### config.mk
export PLATFORM = sky130hd
export DESIGN_NAME = tsrb_bank
export DESIGN_NICKNAME = d
export VERILOG_FILES = /design/src/design/tsrb_pkg.sv /design/src/design/tsrb_limit_cmp.sv /design/src/design/tsrb_bank.sv
export SDC_FILE = /design/constraint.sdc
export NUM_CORES = 1
export LEC_CHECK = 0
export BUFFER_PORTS_ARGS = -buffer_cell sky130_fd_sc_hd__buf_2
export CORE_ASPECT_RATIO = 0.9
export CORE_MARGIN = 3
export CORE_UTILIZATION = 49
export CTS_BUF_LIST = sky130_fd_sc_hd__clkbuf_4
export CTS_CLUSTER_SIZE = 24
export DETAILED_ROUTE_END_ITERATION = 6
export PLACE_DENSITY = 0.7
export SYNTH_ARGS = -nofsm -noshare
export SYNTH_HDL_FRONTEND = slang
export SYNTH_HIERARCHICAL = 1
export SYNTH_SLANG_ARGS = --single-unit
### constraint.sdc
create_clock -name core_clk_in -period 6.2 [get_ports core_clk_in]
set_input_delay 0.31 -clock core_clk_in [delete_from_list [all_inputs] [get_ports core_clk_in]]
set_output_delay 0.31 -clock core_clk_in [all_outputs]
set_load 0.05 [all_outputs]
### src/design/tsrb_pkg.sv
// package of register map, field layout and reset values for the bank
package tsrb_pkg;
  // ******************************************************************
  // register offsets
  // ******************************************************************
  localparam logic [7:0] OFS_HYST_CFG = 8'h25; // hysteresis setting
  localparam logic [7:0] OFS_DEV_STATUS = 8'h30; // device status byte
  localparam logic [7:0] OFS_TEMP_LOW = 8'h31; // sensed temp low byte
  localparam logic [7:0] OFS_TEMP_HIGH = 8'h32; // sensed temp high byte
  // ******************************************************************
  // reset values
  // ******************************************************************
  localparam logic [2:0] RST_HYST_CODE = 3'h1; // 1.0 degree default
  localparam logic [7:0] RST_DEV_STATUS = 8'h00; // status default
  localparam logic [10:0] RST_TEMP = 11'h000; // sensed temp default
  // ******************************************************************
  // field positions
  // ******************************************************************
  localparam int HYST_MSB = 2; // hysteresis code top bit
  localparam int STAT_IRQ_BIT = 7; // pending interrupt
  localparam int STAT_NVM_BIT = 3; // nvm write in progress
  localparam int STAT_WPO_BIT = 2; // override permit
  localparam int LOW_TEMP_LSB = 2; // temp bits sit at [7:2] of low byte
  localparam int HIGH_TEMP_MSB = 4; // sign sits at bit 4 of high byte
  // ******************************************************************
  // hysteresis codes and widths in quarter degrees
  // ******************************************************************
  localparam logic [2:0] HYS_CODE_1P0 = 3'h1; // 1.0 C
  localparam logic [2:0] HYS_CODE_1P5 = 3'h2; // 1.5 C
  localparam logic [2:0] HYS_CODE_3P0 = 3'h3; // 3.0 C
  localparam logic [2:0] HYS_CODE_6P0 = 3'h4; // 6.0 C
  localparam logic [4:0] HYS_Q_NONE = 5'h00; // no hysteresis
  localparam logic [4:0] HYS_Q_1P0 = 5'h04; // 4 quarters
  localparam logic [4:0] HYS_Q_1P5 = 5'h06; // 6 quarters
  localparam logic [4:0] HYS_Q_3P0 = 5'h0C; // 12 quarters
  localparam logic [4:0] HYS_Q_6P0 = 5'h18; // 24 quarters
endpackage : tsrb_pkg

### src/design/tsrb_limit_cmp.sv
// one limit comparator with hysteresis for the temperature bank
`timescale 1ns/10ps
module tsrb_limit_cmp (
  input wire logic core_clk_in,
  input wire logic sys_rst_in,
  input wire logic signed [10:0] temp_in, // quarter degrees
  input wire logic signed [10:0] limit_in, // quarter degrees
  input wire logic [4:0] hyst_in, // hysteresis in quarter degrees
  input wire logic above_mode_in, // 1: trip when above, 0: when below
  output logic trip_out // registered trip flag
);
  // ******************************************************************
  // threshold selection
  // ******************************************************************
  logic signed [12:0] temp_x; // widened to avoid overflow at range ends
  logic signed [12:0] limit_x; // widened limit
  logic signed [12:0] release_x; // level at which a trip releases
  assign temp_x = 13'(temp_in);
  assign limit_x = 13'(limit_in);
  // release point moved away from the limit by the hysteresis
  assign release_x = above_mode_in ? (limit_x - 13'(hyst_in))
                                   : (limit_x + 13'(hyst_in));
  // trip sets once past the limit, clears at or beyond the release point
  always_ff @(posedge core_clk_in or posedge sys_rst_in) begin
    if (sys_rst_in) begin
      trip_out <= 1'b0;
    end else if (above_mode_in) begin
      if (temp_x > limit_x) begin
        trip_out <= 1'b1;
      end else if (temp_x <= release_x) begin
        trip_out <= 1'b0;
      end
    end else begin
      if (temp_x < limit_x) begin
        trip_out <= 1'b1;
      end else if (temp_x >= release_x) begin
        trip_out <= 1'b0;
      end
    end
  end
endmodule // tsrb_limit_cmp

### src/design/tsrb_bank.sv
// thermal hysteresis, device status and sensed temperature registers
//
// Operation
// decode hysteresis code to width, others none
// same width for normal and critical limits
// status bit 7 shows pending interrupt
// status bit 3 shows nvm write busy
// host writes ignored while write busy
// busy flag clears itself when write ends
// status bit 2 shows override permit
// permit from strap at power-on, direct ground
// sensed temp readable at 0x31 and 0x32
// eleven-bit quarter-degree value, unused bits zero
// read-only registers and reserved bits unchanged
`timescale 1ns/10ps
module tsrb_bank
  import tsrb_pkg::*;
(
  input wire logic core_clk_in,
  input wire logic sys_rst_in,
  input wire logic [7:0] reg_addr_in, // register offset from bus engine
  input wire logic reg_wr_in, // one-cycle write strobe
  input wire logic [7:0] reg_wdata_in, // write data
  input wire logic reg_rd_in, // one-cycle read strobe
  input wire logic irq_pending_in, // interrupt engine has event pending
  input wire logic nvm_wr_start_in, // nvm write begins, pulse
  input wire logic nvm_wr_done_in, // nvm write completes, pulse
  input wire logic address_strap_pin_in, // 1: tied directly to ground
  input wire logic strap_sample_in, // power-on sense strobe
  input wire logic conv_valid_in, // new conversion result, pulse
  input wire logic signed [10:0] conv_temp_in, // quarter degrees
  input wire logic signed [10:0] high_limit_in, // normal high limit
  input wire logic signed [10:0] low_limit_in, // normal low limit
  input wire logic signed [10:0] crit_high_limit_in, // critical high
  input wire logic signed [10:0] crit_low_limit_in, // critical low
  output logic [7:0] reg_rdata_out, // read data, held after read
  output logic [3:0] limit_trip_out, // crit low,crit high,low,high
  output logic [4:0] thermal_hysteresis_width_out // quarter degrees
);
  import tsrb_pkg::*;

  // ******************************************************************
  // decode functions
  // ******************************************************************
  // width of the hysteresis band for a code
  function automatic logic [4:0] hyst_decode(input logic [2:0] code);
    logic [4:0] w;
    w = HYS_Q_NONE;
    // hysteresis code decode
    unique case (code)
      HYS_CODE_1P0: w = HYS_Q_1P0;
      HYS_CODE_1P5: w = HYS_Q_1P5;
      HYS_CODE_3P0: w = HYS_Q_3P0;
      HYS_CODE_6P0: w = HYS_Q_6P0;
      default: w = HYS_Q_NONE;
    endcase
    return w;
  endfunction

  // address match shared by read and write paths
  function automatic logic addr_hit(input logic [7:0] a,
                                    input logic [7:0] ofs);
    return a == ofs;
  endfunction

  // ******************************************************************
  // state
  // ******************************************************************
  logic [2:0] hyst_code; // host-writable hysteresis code
  logic nvm_write_in_progress; // busy flag
  logic wp_override_permit; // strapped override permit
  logic pending_interrupt_flag; // mirrored interrupt status
  logic [10:0] sensed_temp; // latest conversion result
  logic [7:0] current_temp_low; // low byte image
  logic [7:0] current_temp_high; // high byte image
  logic [7:0] dev_status; // status byte image
  logic [3:0] trips; // comparator results
  logic [4:0] hyst_w; // decoded width
  logic host_wr_ok; // write accepted

  // drop host writes while busy
  assign host_wr_ok = reg_wr_in && !nvm_write_in_progress;
  assign hyst_w = hyst_decode(hyst_code);

  // ******************************************************************
  // hysteresis register
  // ******************************************************************
  // only bits 2:0 stored; reserved bits read as zero
  always_ff @(posedge core_clk_in or posedge sys_rst_in) begin
    if (sys_rst_in) begin
      hyst_code <= RST_HYST_CODE;
    end else if (host_wr_ok && addr_hit(reg_addr_in, OFS_HYST_CFG)) begin
      // reserved bits dropped
      hyst_code <= reg_wdata_in[HYST_MSB:0];
    end
  end

  // ******************************************************************
  // status flags
  // ******************************************************************
  // busy flag: start wins over done in the same cycle
  always_ff @(posedge core_clk_in or posedge sys_rst_in) begin
    if (sys_rst_in) begin
      nvm_write_in_progress <= 1'b0;
    end else if (nvm_wr_start_in) begin
      nvm_write_in_progress <= 1'b1;
    end else if (nvm_wr_done_in) begin
      // self clear on completion
      nvm_write_in_progress <= 1'b0;
    end
  end

  // strap is caught by a clocked sample, never by the reset itself
  always_ff @(posedge core_clk_in or posedge sys_rst_in) begin
    if (sys_rst_in) begin
      wp_override_permit <= 1'b0;
    end else if (strap_sample_in) begin
      // strap sense at power-on
      wp_override_permit <= address_strap_pin_in;
    end
  end

  // interrupt status mirrors the interrupt engine's level
  always_ff @(posedge core_clk_in or posedge sys_rst_in) begin
    if (sys_rst_in) begin
      pending_interrupt_flag <= 1'b0;
    end else begin
      pending_interrupt_flag <= irq_pending_in;
    end
  end

  // ******************************************************************
  // sensed temperature
  // ******************************************************************
  // no host write path reaches this register
  always_ff @(posedge core_clk_in or posedge sys_rst_in) begin
    if (sys_rst_in) begin
      sensed_temp <= RST_TEMP;
    end else if (conv_valid_in) begin
      sensed_temp <= conv_temp_in;
    end
  end

  // pack eleven bits, unused bits zero
  always_comb begin
    current_temp_low = {sensed_temp[5:0], 2'b00};
    current_temp_high = {3'b000, sensed_temp[10:6]};
  end

  // status byte assembly
  always_comb begin
    dev_status = RST_DEV_STATUS;
    dev_status[STAT_IRQ_BIT] = pending_interrupt_flag;
    dev_status[STAT_NVM_BIT] = nvm_write_in_progress;
    dev_status[STAT_WPO_BIT] = wp_override_permit;
  end

  // ******************************************************************
  // read path
  // ******************************************************************
  // registered read data; unmapped offsets read zero
  always_ff @(posedge core_clk_in or posedge sys_rst_in) begin
    if (sys_rst_in) begin
      reg_rdata_out <= 8'h00;
    end else if (reg_rd_in) begin
      if (addr_hit(reg_addr_in, OFS_HYST_CFG)) begin
        reg_rdata_out <= {5'h00, hyst_code};
      end else if (addr_hit(reg_addr_in, OFS_DEV_STATUS)) begin
        reg_rdata_out <= dev_status;
      end else if (addr_hit(reg_addr_in, OFS_TEMP_LOW)) begin
        // low byte offset
        reg_rdata_out <= current_temp_low;
      end else if (addr_hit(reg_addr_in, OFS_TEMP_HIGH)) begin
        // high byte offset
        reg_rdata_out <= current_temp_high;
      end else begin
        reg_rdata_out <= 8'h00;
      end
    end
  end

  // ******************************************************************
  // limit comparators
  // ******************************************************************
  logic signed [10:0] lim_arr [4]; // limits by index
  assign lim_arr[0] = high_limit_in;
  assign lim_arr[1] = low_limit_in;
  assign lim_arr[2] = crit_high_limit_in;
  assign lim_arr[3] = crit_low_limit_in;

  // one width for every comparator
  for (genvar i = 0; i < 4; i++) begin : g_cmp
    tsrb_limit_cmp u_cmp (
      .core_clk_in(core_clk_in),
      .sys_rst_in(sys_rst_in),
      .temp_in(sensed_temp),
      .limit_in(lim_arr[i]),
      .hyst_in(hyst_w),
      .above_mode_in(i[0] == 1'b0),
      .trip_out(trips[i])
    );
  end

  // registered outputs
  always_ff @(posedge core_clk_in or posedge sys_rst_in) begin
    if (sys_rst_in) begin
      limit_trip_out <= 4'h0;
      thermal_hysteresis_width_out <= HYS_Q_1P0;
    end else begin
      limit_trip_out <= trips;
      thermal_hysteresis_width_out <= hyst_w;
    end
  end

  // ******************************************************************
  // checks
  // ******************************************************************
  a_busy_blocks_write: assert property (@(posedge core_clk_in)
    disable iff (sys_rst_in)
    nvm_write_in_progress && reg_wr_in |=> $stable(hyst_code))
    else $error("write taken while busy");
  a_busy_self_clear: assert property (@(posedge core_clk_in)
    disable iff (sys_rst_in)
    nvm_wr_done_in && !nvm_wr_start_in |=> !nvm_write_in_progress)
    else $error("busy flag not cleared");
  a_status_read_bits: assert property (@(posedge core_clk_in)
    disable iff (sys_rst_in)
    reg_rd_in && reg_addr_in == OFS_DEV_STATUS |=>
    reg_rdata_out[3] == $past(nvm_write_in_progress) &&
    reg_rdata_out[7] == $past(pending_interrupt_flag))
    else $error("status byte wrong");
  a_permit_strap: assert property (@(posedge core_clk_in)
    disable iff (sys_rst_in)
    strap_sample_in |=> wp_override_permit == $past(address_strap_pin_in))
    else $error("permit not from strap");
  a_hyst_decode: assert property (@(posedge core_clk_in)
    disable iff (sys_rst_in)
    hyst_code > 3'h4 || hyst_code == 3'h0 |=>
    thermal_hysteresis_width_out == HYS_Q_NONE)
    else $error("bad hysteresis width");
  a_temp_high_zero: assert property (@(posedge core_clk_in)
    disable iff (sys_rst_in)
    reg_rd_in && reg_addr_in == OFS_TEMP_HIGH |=> reg_rdata_out[7:5] == 3'h0)
    else $error("unused temp bits set");
  a_temp_low_read: assert property (@(posedge core_clk_in)
    disable iff (sys_rst_in)
    reg_rd_in && reg_addr_in == OFS_TEMP_LOW |=>
    reg_rdata_out == {$past(sensed_temp[5:0]), 2'b00})
    else $error("low byte wrong");
  a_ro_unchanged: assert property (@(posedge core_clk_in)
    disable iff (sys_rst_in)
    reg_wr_in && !conv_valid_in |=> $stable(sensed_temp))
    else $error("read-only temp changed");
  c_hyst_write: cover property (@(posedge core_clk_in) host_wr_ok &&
    reg_addr_in == OFS_HYST_CFG);
  c_busy_write: cover property (@(posedge core_clk_in)
    nvm_write_in_progress && reg_wr_in);
  c_crit_trip: cover property (@(posedge core_clk_in) trips[2]);
endmodule // tsrb_bank

==> results of run 1 <==
## cell usage in the layout, fill, tap and decap left out, types with 4 or more instances in the layout
cell / instances
sky130_fd_sc_hd__conb_1: 27
sky130_fd_sc_hd__mux2_2: 13
sky130_fd_sc_hd__and2_1: 10
sky130_fd_sc_hd__o31ai_1: 7
sky130_fd_sc_hd__inv_2: 4
sky130_fd_sc_hd__nor3_1: 21
sky130_fd_sc_hd__nand4_1: 17
sky130_fd_sc_hd__inv_1: 93
sky130_fd_sc_hd__a41o_1: 8
sky130_fd_sc_hd__a211oi_1: 10
sky130_fd_sc_hd__clkbuf_4: 7
sky130_fd_sc_hd__buf_2: 91
sky130_fd_sc_hd__o21ai_1: 12
sky130_fd_sc_hd__or2_2: 7
sky130_fd_sc_hd__a31o_1: 4
sky130_fd_sc_hd__nand2b_1: 8
sky130_fd_sc_hd__xnor2_1: 19
sky130_fd_sc_hd__nand3_1: 20
sky130_fd_sc_hd__a211oi_2: 6
sky130_fd_sc_hd__a21o_1: 25
sky130_fd_sc_hd__xor2_1: 25
sky130_fd_sc_hd__nor2b_1: 12
sky130_fd_sc_hd__nand4b_1: 7
sky130_fd_sc_hd__ha_1: 144
sky130_fd_sc_hd__nor2_1: 72
sky130_fd_sc_hd__a21oi_1: 32
sky130_fd_sc_hd__o21ai_0: 21
sky130_fd_sc_hd__o22ai_1: 7
sky130_fd_sc_hd__nand2_1: 43
sky130_fd_sc_hd__mux2i_1: 15
sky130_fd_sc_hd__fa_1: 4
sky130_fd_sc_hd__dfrtp_1: 35
sky130_fd_sc_hd__o21a_1: 5
## power by group
group | internal (mW) | switching (mW) | total [mW]
registers | 0.269 | 0.0520 | 0.321
logic | 0.305 | 0.402 | 0.708
clock network | 0.0531 | 0.0815 | 0.135
## per-layer routing
| layer | GRT usage | vias to the layer above | share of wire |
|---|---|---|---|
| li1 | - | 2979 | - |
| met1 | 0.3328 | 2633 | 0.50 |
| met2 | 0.3628 | 145 | 0.43 |
| met3 | 0.02434 | 24 | 0.049 |
| met4 | 0.04718 | 0 | 0.021 |
| met5 | 0 | - | 0 |
## layout make-up
type | count | area share
inverters | 97 | 0.05105
clock buffers | 7 | 0.007368
flip-flops and latches | 37 | 0.1302
clock inverters | 1 | 0.0007018
repair buffers | 95 | 0.06842
well taps | 160 | 0.02807
multi-input cells | 648 | 0.7142
## repair_timing
item                                   4_1_cts  5_1_grt
setup endpoints to repair                    0        0
hold buffers                                 1        0
gates resized for setup                      0        0
endpoints found under the hold margin        5        0
## synthesized netlist by cell type (12+ instances only)
library cell,instances,share of area
sky130_fd_sc_hd__dfrtp_1,35,0.14
sky130_fd_sc_hd__mux2i_1,15,0.024
sky130_fd_sc_hd__nand3_1,20,0.016
sky130_fd_sc_hd__xnor2_1,19,0.026
sky130_fd_sc_hd__a21oi_1,32,0.025
sky130_fd_sc_hd__a21o_1,25,0.030
sky130_fd_sc_hd__o21ai_0,21,0.017
sky130_fd_sc_hd__nand4_1,17,0.017
sky130_fd_sc_hd__ha_1,144,0.28
sky130_fd_sc_hd__nor3_1,21,0.017
sky130_fd_sc_hd__inv_1,93,0.055
sky130_fd_sc_hd__nor2_1,72,0.043
sky130_fd_sc_hd__o21ai_1,12,0.0095
sky130_fd_sc_hd__xor2_1,25,0.035
sky130_fd_sc_hd__nor2b_1,12,0.012
sky130_fd_sc_hd__mux2_2,13,0.023
sky130_fd_sc_hd__nand2_1,43,0.026
## stage by stage
stage	util	power [mW]	cells	worst slack (ns)	cell area, um^2
after floorplan	-	0.8493	790	1.059	6416
after global routing	0.5792	1.286	1045	0.3743	7132
after global placement	0.5737	1.013	1036	0.9803	7064
after CTS	0.5792	1.163	1045	0.8674	7132
final	0.5792	1.164	1045	0.8506	7132
after detailed placement	0.5737	1.023	1036	0.8961	7064
## sequential cells by signal (all words and copies together), names as in the netlist
register                      flops
reg_rdata_out                     8
pending_interrupt_flag            1
hyst_code                         3
wp_override_permit                1
limit_trip_out                    4
sensed_temp                      11
nvm_write_in_progress             1
g_cmp.u_cmp/trip_out              4
thermal_hysteresis_width_out      4
## final timing paths
check / from / to / cells past startpoint
worst max-delay path: hyst_code[1] / g_cmp[1].u_cmp/trip_out / 21
worst min-delay path: irq_pending_in / pending_interrupt_flag / 1
worst max register to register: hyst_code[1] / g_cmp[1].u_cmp/trip_out / 21
worst min register to register: g_cmp[3].u_cmp/trip_out / limit_trip_out[3] / 0
max in group asynchronous: sys_rst_in / hyst_code[0] / 4
min in group asynchronous: sys_rst_in / g_cmp[2].u_cmp/trip_out / 3
## kinds of logic after synthesis
| logic type | count (synthesis) | synth area share |
|---|---|---|
| adder cells (fa/ha/maj) | 148 | 0.2976 |
| XOR/XNOR | 44 | 0.06095 |
| buffers and inverters | 105 | 0.06313 |
| AO/OA/AOI/OAI | 170 | 0.1979 |
| other | 2 | 0.001188 |
| AND/OR/NAND/NOR | 231 | 0.1854 |
| multiplexers | 28 | 0.04690 |
| flip-flops | 37 | 0.1468 |
==> impl_summary.log, run 1 <==
[metrics] launching element type of the critical path: register
[metrics] count of flip-flops with a built-in enable after synthesis: 0
[metrics] Largest delay share family, worst path: compound AO/OA/AOI/OAI gates
[metrics] Worst EP required: 6.41 ns
[metrics] post-CTS setup buffer count: 0
[metrics] number of max-slew violations in the final report: 0
[metrics] die outline area: 0.01430 mm^2
[metrics] biggest fanout along the worst timing path: 10
[metrics] count of buffering cells on the critical path with inverters included: 0
[metrics] number of instances in the synthesized netlist: 765
[metrics] Post-Route Setup TNS: 0 ns
[metrics] count of routing violations after the opening detailed-route iteration: 418
[metrics] register area: 928.4 um^2
[metrics] Avg Inst Size Synth: 8.264 um^2
[metrics] Routed wire per std cell: 15.52 um
[metrics] number of nets with antenna violations after routing: 0
[metrics] part of the Yosys area used for sequential elements: 0.1468
[metrics] antenna violations before repair: 0
[metrics] buffers added on ports: 91
[metrics] pin count of the biggest net entering global routing: 33
[metrics] grt total ovfl: 0
[metrics] VDD IR max: 101.3 uV
[metrics] antenna fix cells: 0
[metrics] number of setup violations in the final report: 0
[metrics] clock tree from TritonCTS: yes
[metrics] die width: 125.7 um
[metrics] slew at the pin closest to its max-slew limit: 0.8638 ns
[metrics] first-pass GRT wire length: 26,540 um
[metrics] post-route fraction of the period consumed by the critical path: 0.8628
[metrics] relative max-transition margin: 0.4230
[metrics] setup repair after global routing missed its margin: false
[metrics] clock buffers created by TritonCTS: 5
[metrics] Fin Clk Skew: 0.01824 ns
[metrics] routability congestion estimate from global placement: 0.8828
[metrics] highest attainable clock frequency: 186.9 MHz
[metrics] relative area change from synthesis to final layout: 12.80%
[metrics] length of the first detailed-routing pass in iterations: 5
[metrics] Worst Setup End Kind: register
[metrics] critical path start-end classification: register to register
[metrics] via count of the first global-routing pass: 5,496
[metrics] I/O Pins: 98
[metrics] # clock sinks: 37
[metrics] worst hold-check path type: input port to register
[metrics] fraction of synthesis flops using an asynchronous set or reset pin: 1.000
[metrics] die height: 113.8 um
[metrics] vias after detailed routing: 5,781
[metrics] clock latency on the worst-skew pair: 0.34 ns
[metrics] layout cell share with drive strength beyond 1: 0.1718
[metrics] slack of the worst reg-to-reg path: 0.85 ns
[metrics] clock period minus final worst setup slack: 5.349 ns
[metrics] library cell contributing the largest single delay on the critical path: sky130_fd_sc_hd__o21bai_1
[metrics] cell leakage power: 3.699 nW
[metrics] GRT Util Overall: 0.2265
[metrics] Post-route DRC: 0
[metrics] fillcell total: 1,176
[metrics] number of distinct standard cells referenced by the synthesized netlist: 64
[metrics] Final Routed Wirelength: 16,220 um
[metrics] largest stage delay on the critical path: 0.46 ns
[metrics] vias per inst: 5.532
[metrics] Initial Util: 0.5134
[metrics] Cell Rows: 38
[metrics] worst hold slack across all endpoints: 0.07523 ns
[metrics] Final Hold Fails: 0
[metrics] flip-flop and latch count after synthesis: 37
[metrics] number of levels the H-tree was split into: 2
[metrics] area used by multi-input combinational logic: 0.005094 mm^2
[metrics] cell breakdown of the critical path: nor2_1, and2_1, o21bai_1, nor2_1, and2_1, ha_1, mux2i_1, ha_1, o21ai_1, a211o_1, a31oi_1, a211oi_1, o21ai_1, a211oi_1, ha_1, and3_4, nand3_4, o41ai_4, nor3_1, o21a_1, or3_1
[metrics] final HPWL from detailed placement: 13,110 um
[metrics] clock-pin slew of the registers on the worst-case setup and hold paths: 0.11 ns
[metrics] CP Data Arrival Time: 5.56 ns
[metrics] cell repeated most along the worst path: sky130_fd_sc_hd__ha_1
[metrics] max-cap viol count: 0
[metrics] cell at the root of the clock tree: sky130_fd_sc_hd__clkbuf_4
[metrics] warnings from Yosys: 6
[metrics] number of buffers on the longest clock path: 2
[metrics] NumNets Final: 1,113
[metrics] run status: finished, final reports clean
[metrics] Syn Std Cell Area: 0.006322 mm^2
[metrics] Power Density: 163.2 mW/mm^2
[metrics] commonest register cell after synthesis: sky130_fd_sc_hd__dfrtp_1
[metrics] core region area: 0.01231 mm^2
(Power assumes the default switching activity.)
==> run 2, diff against run 1 <==
==> constraint.sdc (replaced) <==
create_clock -name core_clk_in -period 6.8 [get_ports core_clk_in]
set_input_delay 0.34 -clock core_clk_in [delete_from_list [all_inputs] [get_ports core_clk_in]]
set_output_delay 0.34 -clock core_clk_in [all_outputs]
set_load 0.05 [all_outputs]
==> run 2 against run 1 <==
  * Sequential share of layout area is essentially flat
  * Non-clock buffer count unchanged
  * Wire length grew 0.27%
  * Hold slack worse by 0.018 ns
  * First-iteration DRC count decreased by 38%
  * Clock skew fell by 0.0042 ns
  * Critical path depth unchanged
  * Worst setup slack better by 0.62 ns
  * Register-to-register slack better by 0.62 ns
  * Largest power group unchanged
==> impl_summary.log, run 2 (synthesis gave the netlist of run 1 again) <==
[metrics] relative area change from synthesis to final layout: 13.14%
[metrics] number of setup violations in the final report: 0 (unchanged)
[metrics] clock tree from TritonCTS: yes
[metrics] Placed Instance Area: 0.007064 mm^2 (unchanged)
[metrics] post-route fraction of the period consumed by the critical path: 0.7833 (-0.07956)
[metrics] registers with the most flip-flops: sensed_temp: 11 flops, reg_rdata_out: 8 flops
[metrics] Post-route DRC: 0 (unchanged)
[metrics] run status: finished, final reports clean
[metrics] number of levels the H-tree was split into: 2 (unchanged)
[metrics] max-cap viol count: 0 (unchanged)
[metrics] pin count of the biggest net entering global routing: 34 (+3.0%)
[metrics] antenna violations before repair: 0 (unchanged)
[metrics] # clock sinks: 37 (unchanged)
[metrics] number of standard cells in the final layout excluding fillers: 1,045 (unchanged)
[metrics] GRT Util Overall: 0.2284 (+0.001941)
[metrics] die width: 125.7 um (unchanged)
[metrics] layout cell share with drive strength beyond 1: 0.1706 (-0.001130)
[metrics] highest attainable clock frequency: 187.8 MHz (+0.44%)
[metrics] power consumption: 1.097 mW (-5.8%)
[metrics] buffers added on ports: 91 (unchanged)
[metrics] Post-Route Setup TNS: 0 ns (unchanged)
[metrics] Fin Clk Skew: 0.01402 ns (-0.004219 ns)
[metrics] count of routing violations after the opening detailed-route iteration: 258 (-38%)
[metrics] Reg with most FFs: sensed_temp
[metrics] core region area: 0.01231 mm^2 (unchanged)
[metrics] slew at the pin closest to its max-slew limit: 0.8785 ns (+0.01471 ns)
[metrics] number of max-slew violations in the final report: 0 (unchanged)
[metrics] clock buffers created by TritonCTS: 5 (unchanged)
[metrics] routability congestion estimate from global placement: 0.8717 (-1.3%)
[metrics] Worst EP required: 7.05 ns (+0.64 ns)
[metrics] first-pass GRT wire length: 26,490 um (-0.21%)
[metrics] Cell Rows: 38 (unchanged)
[metrics] flip-flop count of the largest register after layout: 11 (unchanged)
[metrics] cell at the root of the clock tree: sky130_fd_sc_hd__clkbuf_4
[metrics] die outline area: 0.01430 mm^2 (unchanged)
[metrics] grt total ovfl: 0 (unchanged)
[metrics] NumNets Final: 1,113 (unchanged)
[metrics] VDD IR max: 144.9 uV (+43%)
[metrics] cell leakage power: 3.702 nW (about the same)
[metrics] Final Routed Wirelength: 16,270 um (+0.27%)
[metrics] I/O Pins: 98 (unchanged)
[metrics] final HPWL from detailed placement: 13,160 um (+0.36%)
[metrics] worst hold-check path type: input port to register
[metrics] antenna fix cells: 0 (unchanged)
[metrics] number of buffers on the longest clock path: 2 (unchanged)
[metrics] die height: 113.8 um (unchanged)
[metrics] clock latency on the worst-skew pair: 0.37 ns (+0.03 ns)
[metrics] setup repair after global routing missed its margin: false
[metrics] number of cells in the design after placement: 1,036 (unchanged)
[metrics] Routed wire per std cell: 15.57 um (+0.27%)
[metrics] critical path start-end classification: register to register
[metrics] vias per inst: 5.464 (-1.2%)
[metrics] most common cell after layout, fill and taps aside: sky130_fd_sc_hd__ha_1
[metrics] launching element type of the critical path: register
[metrics] relative max-transition margin: 0.4132 (-0.009827)
[metrics] Power Density: 153.3 mW/mm^2 (-6.0%)
[metrics] vias after detailed routing: 5,710 (-1.2%)
[metrics] CP Data Arrival Time: 5.58 ns (+0.02 ns)
[metrics] number of instances resized during post-cts repair: 0 (unchanged)
[metrics] final instance area: 0.007153 mm^2 (+0.30%)
[metrics] top library cells by usage in the layout, fill and taps aside: 144 x sky130_fd_sc_hd__ha_1, 93 x sky130_fd_sc_hd__inv_1, 91 x sky130_fd_sc_hd__buf_2, 72 x sky130_fd_sc_hd__nor2_1, 43 x sky130_fd_sc_hd__nand2_1
[metrics] Worst Setup End Kind: register
[metrics] Final Hold Fails: 0 (unchanged)
[metrics] via count of the first global-routing pass: 5,417 (-1.4%)
[metrics] biggest fanout along the worst timing path: 10 (unchanged)
[metrics] Initial Util: 0.5134 (unchanged)
[metrics] clock period minus final worst setup slack: 5.326 ns (-0.02330 ns)
[metrics] clock-pin slew of the registers on the worst-case setup and hold paths: 0.13 ns (+0.02 ns)
[metrics] number of nets with antenna violations after routing: 0 (unchanged)
[metrics] length of the first detailed-routing pass in iterations: 5 (unchanged)
## run 2: cell types whose count changed in the layout (fill, tap and decap cells not counted), sizes merged
cell,before,now
clkinvlp,0,1
clkbuf,7,5
bufinv,0,1
## run 2: where the power goes
group	total, mW	switching (mW)	internal (mW)	leakage (nW)
clock	0.162	0.0857	0.0761	0.0389
sequential	0.292	0.0461	0.246	0.454
combinational	0.643	0.365	0.278	3.21
## run 2: critical path, stage by stage, from the launching register on
cell and delay [ns]:
sky130_fd_sc_hd__dfrtp_1 0.44, sky130_fd_sc_hd__nor2_1 0.14, sky130_fd_sc_hd__and2_1 0.38, sky130_fd_sc_hd__o21bai_1 0.47, sky130_fd_sc_hd__nor2_1 0.16, sky130_fd_sc_hd__and2_1 0.23, sky130_fd_sc_hd__ha_1 0.27, sky130_fd_sc_hd__mux2i_1 0.13
sky130_fd_sc_hd__ha_1 0.28, sky130_fd_sc_hd__o21ai_1 0.25, sky130_fd_sc_hd__a211o_1 0.16, sky130_fd_sc_hd__a31oi_1 0.04, sky130_fd_sc_hd__a211oi_1 0.42, sky130_fd_sc_hd__o21ai_1 0.13, sky130_fd_sc_hd__a211oi_1 0.22, sky130_fd_sc_hd__ha_1 0.21
sky130_fd_sc_hd__and3_4 0.21, sky130_fd_sc_hd__nand3_4 0.09, sky130_fd_sc_hd__o41ai_4 0.40, sky130_fd_sc_hd__nor3_1 0.09, sky130_fd_sc_hd__o21a_1 0.17, sky130_fd_sc_hd__or3_1 0.33
## run 2: cell type report
class / count / area, um^2
clock buffer: 5 / 37.54
clock inverter: 3 / 41.29
fill: 1143 / 5161
inverter: 97 / 364.1
multi-input combinational: 648 / 5094
sequential: 37 / 928.4
tap: 160 / 200.2
timing repair buffer: 95 / 488.0
## run 2: path summary, 6_finish.rpt
check,start,end,slack (ns),cells after the start
worst max-delay path,hyst_code[1],g_cmp[1].u_cmp/trip_out,1.47,21
worst min-delay path,irq_pending_in,pending_interrupt_flag,0.06,1
worst max register to register,hyst_code[1],g_cmp[1].u_cmp/trip_out,1.47,21
worst min register to register,g_cmp[3].u_cmp/trip_out,limit_trip_out[3],0.40,0
max in group asynchronous,sys_rst_in,hyst_code[0],5.74,4
min in group asynchronous,sys_rst_in,g_cmp[3].u_cmp/trip_out,0.43,3
## run 2: per-layer routing
metal | vias to the layer above | GRT usage | part of all wire
met2 | 135 | 0.3749 | 0.43
met4 | 0 | 0.04646 | 0.016
met3 | 20 | 0.02809 | 0.054
li1 | 2977 | - | -
met5 | - | 0 | 0
met1 | 2578 | 0.3265 | 0.50
## run 2: through the flow
stage / setup slack (ns) / hold slack (ns) / util
5_1_grt: 0.9809 / 0.04053 / 0.5809
6_report: 1.474 / 0.05693 / 0.5809
2_1_floorplan: 1.659 / 0.06871 / -
4_1_cts: 1.457 / 0.04549 / 0.5809
3_5_place_dp: 1.495 / 0.2626 / 0.5737
3_3_place_gp: 1.555 / 0.2482 / 0.5737
## run 2: timing repair
action,4_1_cts,5_1_grt
hold endpoints to repair,4,0
setup buffers,0,0
hold buffers,1,0
setup endpoints to repair,0,0
